<file path="src/include/tmr_defines.vh">
// register offsets, field positions, reset values and timing for the timer
// assumes inclusion by bare name from the rtl files
`ifndef TMR_DEFINES_VH
`define TMR_DEFINES_VH
// ==========================================================================
// register byte offsets on the apb bus
`define TMR_OFS_CTRL_A     12'h000
`define TMR_OFS_CTRL_B     12'h004
`define TMR_OFS_CTRL_C     12'h008
`define TMR_OFS_CNT_L      12'h00C
`define TMR_OFS_CNT_H      12'h010
`define TMR_OFS_CMPA_L     12'h014
`define TMR_OFS_CMPA_H     12'h018
`define TMR_OFS_CMPB_L     12'h01C
`define TMR_OFS_CMPB_H     12'h020
`define TMR_OFS_CAP_L      12'h024
`define TMR_OFS_CAP_H      12'h028
`define TMR_OFS_IRQ_MASK   12'h02C
`define TMR_OFS_IRQ_FLAGS  12'h030
// ==========================================================================
// field positions
`define TMR_B_NOISE        7
`define TMR_B_EDGE         6
`define TMR_B_RSVD         5
`define TMR_C_FORCE_A      7
`define TMR_C_FORCE_B      6
`define TMR_I_CAP          5
`define TMR_I_CMPB         2
`define TMR_I_CMPA         1
`define TMR_I_OVF          0
`define TMR_A_MASK         8'hF3
`define TMR_B_MASK         8'hDF
`define TMR_I_MASK         8'h27
// ==========================================================================
// reset values
`define TMR_RST_BYTE       8'h00
`define TMR_RST_WORD       16'h0000
// ==========================================================================
// timing
`define TMR_FILTER_LEN     4
`define TMR_SYNC_LEN       3
`endif

</file>
<file path="src/rtl/tmr_capture_filter.v">
// capture input synchroniser and optional four-sample noise filter
// assumes an asynchronous pin input and a single pclk domain
`timescale 1ns/100ps
`include "tmr_defines.vh"
module tmr_capture_filter (
  input  wire pclk,
  input  wire presetn,
  input  wire pin_in,
  input  wire filter_en,
  output reg  level_out
);
  reg [2:0] sync;
  reg [3:0] hist;
  wire      sync_ok;

  // third stage compared with second; first stage only feeds the second
  assign sync_ok = (sync[1] == sync[2]);

  always @(posedge pclk or negedge presetn) begin
    if (!presetn) begin
      sync      <= 3'h0;
      hist      <= 4'h0;
      level_out <= 1'b0;
    end else begin
      sync <= {sync[1], sync[0], pin_in};
      hist <= {hist[2:0], sync[2]};
      if (filter_en) begin
        // four equal samples before the output moves
        if (hist == 4'hF)
          level_out <= 1'b1;
        else if (hist == 4'h0)
          level_out <= 1'b0;
      end else if (sync_ok) begin
        level_out <= sync[2];
      end
    end
  end
endmodule // tmr_capture_filter

</file>
<file path="src/rtl/tmr_ext_clock.v">
// external clock pin synchroniser with edge detect
// assumes pin_in may be looped back from an output driver
`timescale 1ns/100ps
`include "tmr_defines.vh"
module tmr_ext_clock (
  input  wire pclk,
  input  wire presetn,
  input  wire pin_in,
  input  wire rising_sel,
  output wire tick
);
  reg [2:0] sync;
  reg       level;
  reg       level_d;

  always @(posedge pclk or negedge presetn) begin
    if (!presetn) begin
      sync    <= 3'h0;
      level   <= 1'b0;
      level_d <= 1'b0;
    end else begin
      sync    <= {sync[1], sync[0], pin_in};
      level_d <= level;
      if (sync[1] == sync[2])
        level <= sync[2];
    end
  end

  // counts pin edges of the direction rising_sel selects, even when the pin is an output
  assign tick = rising_sel ? (level & ~level_d)
                           : (~level & level_d);
endmodule // tmr_ext_clock

</file>
<file path="src/rtl/tmr_timer16.v">
// 16-bit timer with two compares and one capture, apb register slave
// assumes apb master on pclk, async pins synchronised inside
//
// Chosen here: the placing of the registers and register access over APB.
`timescale 1ns/100ps
`include "tmr_defines.vh"
module tmr_timer16 #(
  parameter PRESC_W = 10
) (
  input  wire        pclk,
  input  wire        presetn,
  input  wire        psel,
  input  wire        penable,
  input  wire        pwrite,
  input  wire [11:0] paddr,
  input  wire [31:0] pwdata,
  output wire [31:0] prdata,
  output wire        pready,
  output wire        pslverr,
  input  wire        capture_input_pin,
  input  wire        comparator_out,
  input  wire        capture_src_comparator,
  input  wire        ext_clock_pin,
  input  wire        global_irq_en,
  input  wire        vector_ack_capture,
  input  wire        vector_ack_compare_a,
  input  wire        vector_ack_compare_b,
  input  wire        vector_ack_overflow,
  output reg         compare_a_output,
  output reg         compare_b_output,
  output wire        irq_capture,
  output wire        irq_compare_a,
  output wire        irq_compare_b,
  output wire        irq_overflow
);
  // ========================================================================
  // registers
  reg  [7:0]         timer_ctrl_a;
  reg  [7:0]         timer_ctrl_b;
  reg  [15:0]        counter_register;
  reg  [15:0]        compare_a_register;
  reg  [15:0]        compare_b_register;
  reg  [15:0]        capture_register;
  reg  [7:0]         timer_irq_mask;
  reg  [7:0]         timer_irq_flags;
  reg  [7:0]         temp_high;
  reg  [PRESC_W-1:0] prescaler;
  reg                count_down;
  reg                block_match;
  reg                match_a_d;
  reg                match_b_d;
  reg                capt_level_d;
  reg  [31:0]        rdata;

  wire [3:0]  waveform_mode;
  wire [2:0]  clock_select;
  wire [1:0]  mode_a;
  wire [1:0]  mode_b;
  wire        wr_en;
  wire        rd_en;
  wire        ext_tick;
  wire        capt_level;
  wire        capt_raw;
  wire        capt_event;
  wire        top_is_capture;
  wire        top_is_cmpa;
  wire        is_pwm;
  wire        is_phase;
  wire [15:0] top_value;
  wire        at_top;
  wire        at_bottom;
  wire        ovf_set;
  wire        match_a;
  wire        match_b;
  wire        force_a;
  wire        force_b;
  reg         timer_tick;
  reg  [15:0] next_counter;
  reg         next_down;

  // ========================================================================
  // mode decode
  assign waveform_mode = {timer_ctrl_b[4:3], timer_ctrl_a[1:0]};
  assign clock_select  = timer_ctrl_b[2:0];
  assign mode_a        = timer_ctrl_a[7:6];
  assign mode_b        = timer_ctrl_a[5:4];
  assign top_is_capture = (waveform_mode == 4'h8) ||
                          (waveform_mode == 4'hA) ||
                          (waveform_mode == 4'hC) ||
                          (waveform_mode == 4'hE);
  assign top_is_cmpa   = (waveform_mode == 4'h4) ||
                         (waveform_mode == 4'h9) ||
                         (waveform_mode == 4'hB) ||
                         (waveform_mode == 4'hF);
  assign is_pwm   = !((waveform_mode == 4'h0) || (waveform_mode == 4'h4) ||
                      (waveform_mode == 4'hC));
  assign is_phase = (waveform_mode[3:2] == 2'h0 && waveform_mode[1:0] != 2'h0)
                    || (waveform_mode[3:2] == 2'h2);

  function [15:0] fixed_top;
    input [1:0] bits;
    begin
      case (bits)
        2'h1:    fixed_top = 16'h00FF;
        2'h2:    fixed_top = 16'h01FF;
        2'h3:    fixed_top = 16'h03FF;
        default: fixed_top = 16'hFFFF;
      endcase
    end
  endfunction

  assign top_value = top_is_capture ? capture_register :
                     top_is_cmpa    ? compare_a_register :
                     fixed_top(waveform_mode[1:0]);
  assign at_top    = (counter_register == top_value);
  assign at_bottom = (counter_register == 16'h0000);

  // ========================================================================
  // clock select and prescaler
  tmr_ext_clock u_ext (
    .pclk       (pclk),
    .presetn    (presetn),
    .pin_in     (ext_clock_pin),
    .rising_sel (clock_select[0]),
    .tick       (ext_tick)
  );

  always @(posedge pclk or negedge presetn) begin
    if (!presetn)
      prescaler <= {PRESC_W{1'b0}};
    else
      prescaler <= prescaler + 1'b1;
  end

  // a prescaled tick fires when the low bits wrap
  always @* begin
    case (clock_select)
      3'h0:    timer_tick = 1'b0;
      3'h1:    timer_tick = 1'b1;
      3'h2:    timer_tick = (prescaler[2:0] == 3'h7);
      3'h3:    timer_tick = (prescaler[5:0] == 6'h3F);
      3'h4:    timer_tick = (prescaler[7:0] == 8'hFF);
      3'h5:    timer_tick = (prescaler[9:0] == 10'h3FF);
      default: timer_tick = ext_tick;
    endcase
  end

  // ========================================================================
  // capture path
  assign capt_raw = capture_src_comparator ? comparator_out
                                           : capture_input_pin;
  tmr_capture_filter u_filt (
    .pclk      (pclk),
    .presetn   (presetn),
    .pin_in    (capt_raw),
    .filter_en (timer_ctrl_b[`TMR_B_NOISE]),
    .level_out (capt_level)
  );
  assign capt_event = !top_is_capture &&
                      (timer_ctrl_b[`TMR_B_EDGE] ?
                       (capt_level & ~capt_level_d) :
                       (~capt_level & capt_level_d));

  // ========================================================================
  // counting and compare
  assign match_a = (counter_register == compare_a_register);
  assign match_b = (counter_register == compare_b_register);
  assign ovf_set = timer_tick && (is_pwm ? (is_phase ? at_bottom && count_down
                                                     : at_top)
                                         : (counter_register == 16'hFFFF));

  always @* begin
    next_counter = counter_register;
    next_down    = count_down;
    if (timer_tick) begin
      if (is_phase) begin
        if (count_down) begin
          if (at_bottom) begin
            next_down    = 1'b0;
            next_counter = counter_register + 16'h0001;
          end else begin
            next_counter = counter_register - 16'h0001;
          end
        end else if (at_top) begin
          next_down    = 1'b1;
          next_counter = counter_register - 16'h0001;
        end else begin
          next_counter = counter_register + 16'h0001;
        end
      end else if (at_top && (is_pwm || !(waveform_mode == 4'h0))) begin
        next_counter = 16'h0000;
      end else begin
        next_counter = counter_register + 16'h0001;
      end
    end
  end

  // ========================================================================
  // apb slave, zero wait states
  assign wr_en   = psel & penable & pwrite;
  assign rd_en   = psel & ~pwrite;
  assign pready  = 1'b1;
  assign pslverr = 1'b0;
  assign prdata  = rdata;
  assign force_a = wr_en && paddr == `TMR_OFS_CTRL_C && !is_pwm &&
                   pwdata[`TMR_C_FORCE_A];
  assign force_b = wr_en && paddr == `TMR_OFS_CTRL_C && !is_pwm &&
                   pwdata[`TMR_C_FORCE_B];

  function out_next;
    input       cur;
    input [1:0] com;
    begin
      case (com)
        2'h1:    out_next = ~cur;
        2'h2:    out_next = 1'b0;
        2'h3:    out_next = 1'b1;
        default: out_next = cur;
      endcase
    end
  endfunction

  always @(posedge pclk or negedge presetn) begin
    if (!presetn) begin
      timer_ctrl_a       <= `TMR_RST_BYTE;
      timer_ctrl_b       <= `TMR_RST_BYTE;
      counter_register   <= `TMR_RST_WORD;
      compare_a_register <= `TMR_RST_WORD;
      compare_b_register <= `TMR_RST_WORD;
      capture_register   <= `TMR_RST_WORD;
      timer_irq_mask     <= `TMR_RST_BYTE;
      timer_irq_flags    <= `TMR_RST_BYTE;
      temp_high          <= `TMR_RST_BYTE;
      count_down         <= 1'b0;
      block_match        <= 1'b0;
      match_a_d          <= 1'b0;
      match_b_d          <= 1'b0;
      capt_level_d       <= 1'b0;
      compare_a_output   <= 1'b0;
      compare_b_output   <= 1'b0;
    end else begin
      capt_level_d     <= capt_level;
      counter_register <= next_counter;
      count_down       <= next_down;
      if (timer_tick) begin
        match_a_d   <= match_a && !block_match;
        match_b_d   <= match_b && !block_match;
        block_match <= 1'b0;
      end else begin
        match_a_d <= 1'b0;
        match_b_d <= 1'b0;
      end
      // compare outputs in non-pwm modes; forces change pins only
      if (!is_pwm && ((timer_tick && match_a && !block_match) || force_a))
        compare_a_output <= out_next(compare_a_output, mode_a);
      if (!is_pwm && ((timer_tick && match_b && !block_match) || force_b))
        compare_b_output <= out_next(compare_b_output, mode_b);
      if (capt_event)
        capture_register <= counter_register;
      // flags: clear by one-write or vector, set wins
      if (wr_en && paddr == `TMR_OFS_IRQ_FLAGS)
        timer_irq_flags <= timer_irq_flags & ~(pwdata[7:0] & `TMR_I_MASK)
                           & `TMR_I_MASK;
      else
        timer_irq_flags <= timer_irq_flags & `TMR_I_MASK;
      if (vector_ack_capture)
        timer_irq_flags[`TMR_I_CAP] <= 1'b0;
      if (vector_ack_compare_a)
        timer_irq_flags[`TMR_I_CMPA] <= 1'b0;
      if (vector_ack_compare_b)
        timer_irq_flags[`TMR_I_CMPB] <= 1'b0;
      if (vector_ack_overflow)
        timer_irq_flags[`TMR_I_OVF] <= 1'b0;
      if (capt_event || (top_is_capture && timer_tick && at_top))
        timer_irq_flags[`TMR_I_CAP] <= 1'b1;
      if (match_a_d)
        timer_irq_flags[`TMR_I_CMPA] <= 1'b1;
      if (match_b_d)
        timer_irq_flags[`TMR_I_CMPB] <= 1'b1;
      if (ovf_set)
        timer_irq_flags[`TMR_I_OVF] <= 1'b1;
      // register writes; high bytes go through the temp byte
      if (wr_en) begin
        case (paddr)
          `TMR_OFS_CTRL_A:
            timer_ctrl_a <= pwdata[7:0] & `TMR_A_MASK;
          `TMR_OFS_CTRL_B:
            timer_ctrl_b <= pwdata[7:0] & `TMR_B_MASK;
          `TMR_OFS_CNT_H, `TMR_OFS_CMPA_H, `TMR_OFS_CMPB_H,
          `TMR_OFS_CAP_H:
            temp_high <= pwdata[7:0];
          `TMR_OFS_CNT_L: begin
            counter_register <= {temp_high, pwdata[7:0]};
            block_match      <= 1'b1;
          end
          `TMR_OFS_CMPA_L:
            compare_a_register <= {temp_high, pwdata[7:0]};
          `TMR_OFS_CMPB_L:
            compare_b_register <= {temp_high, pwdata[7:0]};
          `TMR_OFS_CAP_L:
            capture_register <= {temp_high, pwdata[7:0]};
          `TMR_OFS_IRQ_MASK:
            timer_irq_mask <= pwdata[7:0] & `TMR_I_MASK;
          default: ;
        endcase
      end else if (rd_en && penable) begin
        // latch at the edge the low byte is taken, so a running
        // counter cannot split the pair
        case (paddr)
          `TMR_OFS_CNT_L:  temp_high <= counter_register[15:8];
          `TMR_OFS_CAP_L:  temp_high <= capture_register[15:8];
          default: ;
        endcase
      end
    end
  end

  // ========================================================================
  // read data; unmapped addresses and force bits read zero
  always @* begin
    rdata = 32'h0000_0000;
    if (rd_en) begin
      case (paddr)
        `TMR_OFS_CTRL_A:    rdata[7:0] = timer_ctrl_a;
        `TMR_OFS_CTRL_B:    rdata[7:0] = timer_ctrl_b;
        `TMR_OFS_CTRL_C:    rdata[7:0] = 8'h00;
        `TMR_OFS_CNT_L:     rdata[7:0] = counter_register[7:0];
        `TMR_OFS_CMPA_L:    rdata[7:0] = compare_a_register[7:0];
        `TMR_OFS_CMPB_L:    rdata[7:0] = compare_b_register[7:0];
        `TMR_OFS_CAP_L:     rdata[7:0] = capture_register[7:0];
        `TMR_OFS_CNT_H, `TMR_OFS_CAP_H:
                            rdata[7:0] = temp_high;
        `TMR_OFS_CMPA_H:    rdata[7:0] = compare_a_register[15:8];
        `TMR_OFS_CMPB_H:    rdata[7:0] = compare_b_register[15:8];
        `TMR_OFS_IRQ_MASK:  rdata[7:0] = timer_irq_mask & `TMR_I_MASK;
        `TMR_OFS_IRQ_FLAGS: rdata[7:0] = timer_irq_flags & `TMR_I_MASK;
        default:            rdata = 32'h0000_0000;
      endcase
    end
  end

  // ========================================================================
  // interrupt requests
  assign irq_capture   = global_irq_en & timer_irq_mask[`TMR_I_CAP] &
                         timer_irq_flags[`TMR_I_CAP];
  assign irq_compare_a = global_irq_en & timer_irq_mask[`TMR_I_CMPA] &
                         timer_irq_flags[`TMR_I_CMPA];
  assign irq_compare_b = global_irq_en & timer_irq_mask[`TMR_I_CMPB] &
                         timer_irq_flags[`TMR_I_CMPB];
  assign irq_overflow  = global_irq_en & timer_irq_mask[`TMR_I_OVF] &
                         timer_irq_flags[`TMR_I_OVF];
endmodule // tmr_timer16

</file>
<file path="config.mk">
export PLATFORM = sky130hd
export DESIGN_NAME = tmr_timer16
export DESIGN_NICKNAME = d
export VERILOG_FILES = /design/src/rtl/tmr_capture_filter.v /design/src/rtl/tmr_ext_clock.v /design/src/rtl/tmr_timer16.v
export VERILOG_INCLUDE_DIRS = /design/src /design/src/include
export SDC_FILE = /design/constraint.sdc
export NUM_CORES = 1
export LEC_CHECK = 0
export BUFFER_PORTS_ARGS = -buffer_cell sky130_fd_sc_hd__buf_2
export CAP_MARGIN = 20
export CORE_AREA = 3 3 122 124
export DETAILED_ROUTE_END_ITERATION = 8
export DIE_AREA = 0 0 125 127
export GPL_TIMING_DRIVEN = 0
export PLACE_DENSITY = 0.8
export SLEW_MARGIN = 20
export SYNTH_ARGS = -nofsm -noshare
export SYNTH_HDL_FRONTEND = slang
export SYNTH_SLANG_ARGS = --single-unit
</file>
<file path="constraint.sdc">
create_clock -name pclk -period 5.1 [get_ports pclk]
set_input_delay 0 -clock pclk [delete_from_list [all_inputs] [get_ports pclk]]
set_output_delay 0 -clock pclk [all_outputs]
set_load 0.01 [all_outputs]
</file>
==> Word-level counts from Yosys, hierarchy flattened <==
Index checks and enable logic that the tools add are counted.
{ "word_totals": {"reg_bits": 125, "latch_bits": 0, "mem_bits_rw": 0, "mem_bits_ro": 0, "n_memories": 0} }
{ "op_classes": {"n_addsub": 3, "mul": 0, "div": 0, "magnitude_cmp": 0, "eq_ne": 48, "shifts": 0, "mux": 49, "bitwise_logic": 24, "reduce_logical": 66} }
{ "ops": {"columns": ["cell", "count"], "rows": [
  ["16-bit 2-to-1 mux", 13],
  ["8-bit case mux with 11 select lines", 1],
  ["12-bit by 6-bit == test with 1-bit output (second input constant)", 5],
  ["12-bit by 5-bit == test with 1-bit output (second input constant)", 4],
  ["16-bit == test", 3],
  ["16-bit case mux with 3 select lines", 1],
  ["4-bit == test (second input constant)", 8],
  ["8-bit 2-to-1 mux", 4],
  ["1-bit 2-to-1 mux", 25],
  ["12-bit by 4-bit == test with 1-bit output (second input constant)", 2],
  ["1-bit logical AND", 21],
  ["3-bit nonzero test", 7],
  ["2-bit AND reduction", 9],
  ["16-bit by 1-bit adder with 16-bit output (second input constant)", 1],
  ["16-bit == test (second input constant)", 1],
  ["16-bit zero test", 1],
  ["8-bit case mux with 2 select lines", 1],
  ["16-bit by 1-bit subtractor with 16-bit output (second input constant)", 1],
  ["1-bit AND", 15],
  ["2-bit == test (second input constant)", 7],
  ["1-bit logical OR", 13],
  ["12-bit by 3-bit == test with 1-bit output (second input constant)", 1],
  ["12-bit zero test", 1],
  ["10-bit by 1-bit adder with 10-bit output (second input constant)", 1],
  ["25 further kinds", 44]
]} }

==> Logic depth before layout (Yosys ltp) <==
{ "depth": {"word_depth": 13, "mapped_depth": 15, "depth_no_buf": 13} }

==> Hierarchy <==
From an unflattened synthesis, not the netlist that was laid out.
{ "unflattened": {"hier_cells": 918, "hier_area_um2": 8099.0} }
{ "by_module_without_submodules": {"columns": ["module", "instances", "cells_each", "area_each_um2"], "rows": [
  ["tmr_timer16", 1, 895, 7703.6],
  ["tmr_capture_filter", 1, 14, 240.2],
  ["tmr_ext_clock", 1, 9, 155.1]
]} }

==> Worst setup path after synthesis <==
OpenSTA, ideal clock, no wires.
{ "synth_path": {"path_type": "reg-to-reg", "from": "register timer_ctrl_a[0]", "to": "register counter_register[9]", "arrival_ps": 3175, "required_time_ps": 4964, "setup_slack_ps": 1789, "path_stages_with_launch": 16, "path_buffers": 2, "synth_period_minus_slack_ps": 3311, "cell_sequence": "dfrtp_1 -> inv_1 -> ha_1 -> nor2b_1 -> a32o_1 -> or3_1 -> a211oi_2 -> o211ai_1 -> nor4_2 -> and4_1 -> buf_4 -> buf_12 -> o211ai_2 -> o22ai_1 -> mux2i_1 -> o311ai_1"} }
{ "synth_via": {"elab_chain_cells": 13, "elab_cells_between_ends": 38} }
{ "synth_rtl": {"columns": ["element", "line", "text"], "rows": [
  ["start: declaration", "tmr_timer16.v:38", "reg [7:0] timer_ctrl_a;"],
  ["start signal: assignment", "tmr_timer16.v:225", "timer_ctrl_a <= `TMR_RST_BYTE;"],
  ["start signal: assignment", "tmr_timer16.v:286", "timer_ctrl_a <= pwdata[7:0] & `TMR_A_MASK;"],
  ["4-bit by 3-bit == test with 1-bit output or 4-bit == test (tied branches)", "tmr_timer16.v:91, tmr_timer16.v:95, tmr_timer16.v:92", null],
  ["1-bit logical OR", "tmr_timer16.v:91", "assign top_is_cmpa = (waveform_mode == 4'h4) ||"],
  ["1-bit logical OR", "tmr_timer16.v:92", "(waveform_mode == 4'h9) ||"],
  ["1-bit logical OR", "tmr_timer16.v:93", "(waveform_mode == 4'hB) ||"],
  ["16-bit 2-to-1 mux", "tmr_timer16.v:113", "top_is_cmpa ? compare_a_register :"],
  ["16-bit 2-to-1 mux", "tmr_timer16.v:112", "assign top_value = top_is_capture ? capture_register :"],
  ["16-bit == test", "tmr_timer16.v:115", "assign at_top = (counter_register == top_value);"],
  ["16-bit 2-to-1 mux or 1-bit logical AND (tied branches)", "tmr_timer16.v:184, tmr_timer16.v:190", null],
  ["16-bit 2-to-1 mux, on equally long branches", "tmr_timer16.v:177, tmr_timer16.v:190", null],
  ["16-bit 2-to-1 mux (*)", "tmr_timer16.v:176", "if (is_phase) begin"],
  ["16-bit 2-to-1 mux (*)", "tmr_timer16.v:175", "if (timer_tick) begin"],
  ["16-bit 2-to-1 mux", "tmr_timer16.v:284", "case (paddr)"],
  ["16-bit 2-to-1 mux (*)", "tmr_timer16.v:283", "if (wr_en) begin"],
  ["end signal: assignment", "tmr_timer16.v:227", "counter_register <= `TMR_RST_WORD;"],
  ["end signal: assignment", "tmr_timer16.v:243", "counter_register <= next_counter;"],
  ["end signal: assignment", "tmr_timer16.v:293", "counter_register <= {temp_high, pwdata[7:0]};"],
  ["end: declaration", "tmr_timer16.v:40", "reg [15:0] counter_register;"]
]} }
Mark *: on every way between the ends. The rest lies on a longest branch, timed or not.
A chain may end at the register's enable or synchronous reset.

==> Worst setup path in the final report <==
{ "layout_path": {"from": "register timer_ctrl_a[0]", "to": "register counter_register[13]"} }
Same word-level chain as after synthesis.

==> results.cfg <==
[synthesis]
netlist.area_leader.share = 0.375
ys_top_cells_by_count = 123 x dfrtp_1, 103 x nand2_1, 71 x nor2_1
synth-edff-count = 0
yosys_warnings = 0
synth_most_common_cell = dfrtp_1
yosys.area.top_type = dfrtp_1
seq_area_frac_synth = 0.375
synthCells = 905
netlist_area_sq_um = 8220
avgSynthCellArea_sq_um = 9.08
yosys_register_bits = 123
synth_flop_cell = dfrtp_1
synth_cell_types = 81
async_flop_share = 1.00
synth_area_leaders = dfrtp_1 37%, mux2_2 6.7%, mux2i_1 4.9%

[sta]
timing.final.crit_share = 0.902
slew_headroom = 0.245
worst_slew_pin_slew_ps = 1120
tns_ps = 0
setup_viol = 0
fmaxAchievable_ghz = 0.217
skew_ps = 11.5
rsz0062_at_grt = no
finalMaxSlewViolations = 0
hold_viol = 0
whs_ps = 73.5
period_minus_slack_ps = 4600

[global_routing]
grtUsageTotal = 0.375
grt_pass1_vias = 7639
grt_max_degree = 72
grt_first_pass_wirelength_mm = 45.1
grt_antenna_before_repair = 1
grt-ovfl-total = 0

[job]
max_cap_viol_count = 0

[layout]
drive_gt1_frac = 0.189
syn_to_final_growth_pct = 15.7
final_util = 0.685
diodes = 0
final_nets = 1078
fillCellCount = 1169

[placement]
routabilityCongestion = 0.974
dp_hpwl_mm = 21.3
io_buffers = 45

[routing]
wire_per_inst_microns = 24.8
drtIter0Drc = 946
vias = 8036
drc = 0
ant_nets = 0
wl_mm = 29.9
first_pass_iters = 6
via_per_inst = 6.68

[floorplanning]
core_sq_um = 13900
io_pins = 98
dieWidth_microns = 125
dieArea_sq_um = 15900
row_count = 43
die_h_microns = 127
initial_utilization = 0.592

[power]
p_leak_uw = 0.00401
vdd_ir_drop_max_mv = 0.284
power_density_nw_per_um2 = 254

[setup_path]
cp-start-kind = flip-flop
crit_required_ps = 5450
worstSetupPathType = flip-flop to flip-flop
arrival_ps = 4950
slowest_delay_ps = 690
crit_top_cell = nor2_1
cp_slowest_cell = nor2_1
cp-end-kind = flip-flop
r2r_start = timer_ctrl_a[0]$_DFFE_PN0P_
startpoint = timer_ctrl_a[0]$_DFFE_PN0P_
critical_path.cell_chain = inv_1 > ha_1 > nor2b_1 > and2_0 > nor2_1 > nor4_1 > a211oi_1 > nor4_1 > nand3_1 > nor2_1 > nor2_1 > a32oi_1 > o21ai_0
cp_max_fo = 10

[clocking]
post-cts-setup-buffers = 0
cts_tree = built
numCtsBuffers = 17
cts_max_path_buffers = 2
cts.sinks = 123
cts.clk_slew.worst_paths_ps = 70
htree_levels = 4
root_buffer = clkbuf_16
clock_latency_ps = 440

[min_path]
hold_class = primary input to async pin

[run_status]
status = completed
layer usage:
| layer | share of wire | vias up | track usage |
|---|---|---|---|
| met5 | 0 | - | 0 |
| met3 | 0.12 | 109 | 0.0978 |
| met1 | 0.39 | 3871 | 0.503 |
| met4 | 0.049 | 0 | 0.182 |
| met2 | 0.44 | 572 | 0.571 |
| li1 | - | 3484 | - |
cells by family after synthesis:
logic type | synth area share
flip-flops | 0.375
buffers and inverters | 0.0611
multiplexers | 0.117
other | 0.000914
AO/OA/AOI/OAI | 0.175
AND/OR/NAND/NOR | 0.190
adder cells (fa/ha/maj) | 0.0164
XOR/XNOR | 0.0640
cell usage in the layout, fill, tap and decap left out, types with 5 or more instances in the layout:
cell,n
dfrtp_1,123
nand2_1,103
nor2_1,71
o21ai_0,65
buf_2,52
mux2_2,49
xnor2_1,45
mux2i_1,40
clkbuf_1,36
nand3_1,32
buf_4,28
conb_1,26
a221oi_1,20
and3_1,18
nor3_1,18
inv_1,17
a21oi_1,17
a22o_1,17
clkbuf_16,17
xor2_1,15
dlygate4sd3_1,14
nand3b_1,13
a31oi_1,11
nor4_1,10
nand4_1,10
ha_1,10
o211ai_1,7
a22oi_1,7
o22ai_1,6
a31o_2,6
buf_1,6
nand2b_1,5
or3_1,5
a32oi_1,5
critical path, delay by kind of cell, from the launching register on:
family / cells / cell delay (ps)
buffers and inverters: 1 / 160
and+or+nand+nor: 8 / 2300
AOI/OAI and AO/OA: 3 / 1180
adders and majority gates: 1 / 270
DFF: 1 / 630
stage by stage:
stage	worst slack, ps	instances	cell area [sq um]	power [uW]
after CTS	744	1202	9500	2400
after global routing	404	1203	9510	2470
after floorplan	1790	929	8310	1160
final	502	1203	9510	2410
after detailed placement	822	1156	8810	1260
after global placement	789	1154	8760	1250
repair_timing:
item                       4_1_cts  5_1_grt
setup endpoints to repair        0        0
hold endpoints to repair        96        0
hold buffers                    14        0
resized for setup                0        0
layout make-up:
class	count	area [sq um]	area share
Clock buffer	18	439	0.0462
Timing Repair Buffer	62	409	0.0430
Inverter	18	67.6	0.00711
Clock inverter	14	111	0.0117
Multi-Input combinational cell	709	4740	0.499
Buffer	79	434	0.0457
Tap cell	180	225	0.0237
Sequential cell	123	3080	0.324
power breakdown:
part           switching, uW  leakage (uW)  internal (uW)
logic                    114       0.00221           72.4
clock network            507      0.000263            643
registers               63.6       0.00154           1010
total                    684       0.00401           1730
worst paths after layout:
path	slack (ps)	depth (start not counted)	endpoint
worst min-delay path	70	2	counter_register[6]$_DFF_PN0_
min in group pclk	100	3	counter_register[1]$_DFF_PN0_
worst max register to register	500	13	counter_register[13]$_DFF_PN0_
worst max-delay path	500	13	counter_register[13]$_DFF_PN0_
max in group asynchronous	4280	3	compare_b_register[13]$_DFFE_PN0P_
worst min register to register	350	0	u_ext.sync[1]$_DFF_PN0_
state kept, by name, summed over array words and instances (netlist names), 3 cells and up:
signal / flops
capture_register: 16
compare_a_register: 16
compare_b_register: 16
counter_register: 16
prescaler: 10
temp_high: 8
timer_ctrl_a: 6
timer_ctrl_b: 7
timer_irq_flags: 4
timer_irq_mask: 4
u_ext.sync: 3
u_filt.hist: 4
u_filt.sync: 3
Note: power is estimated with default switching activity, not from simulation.
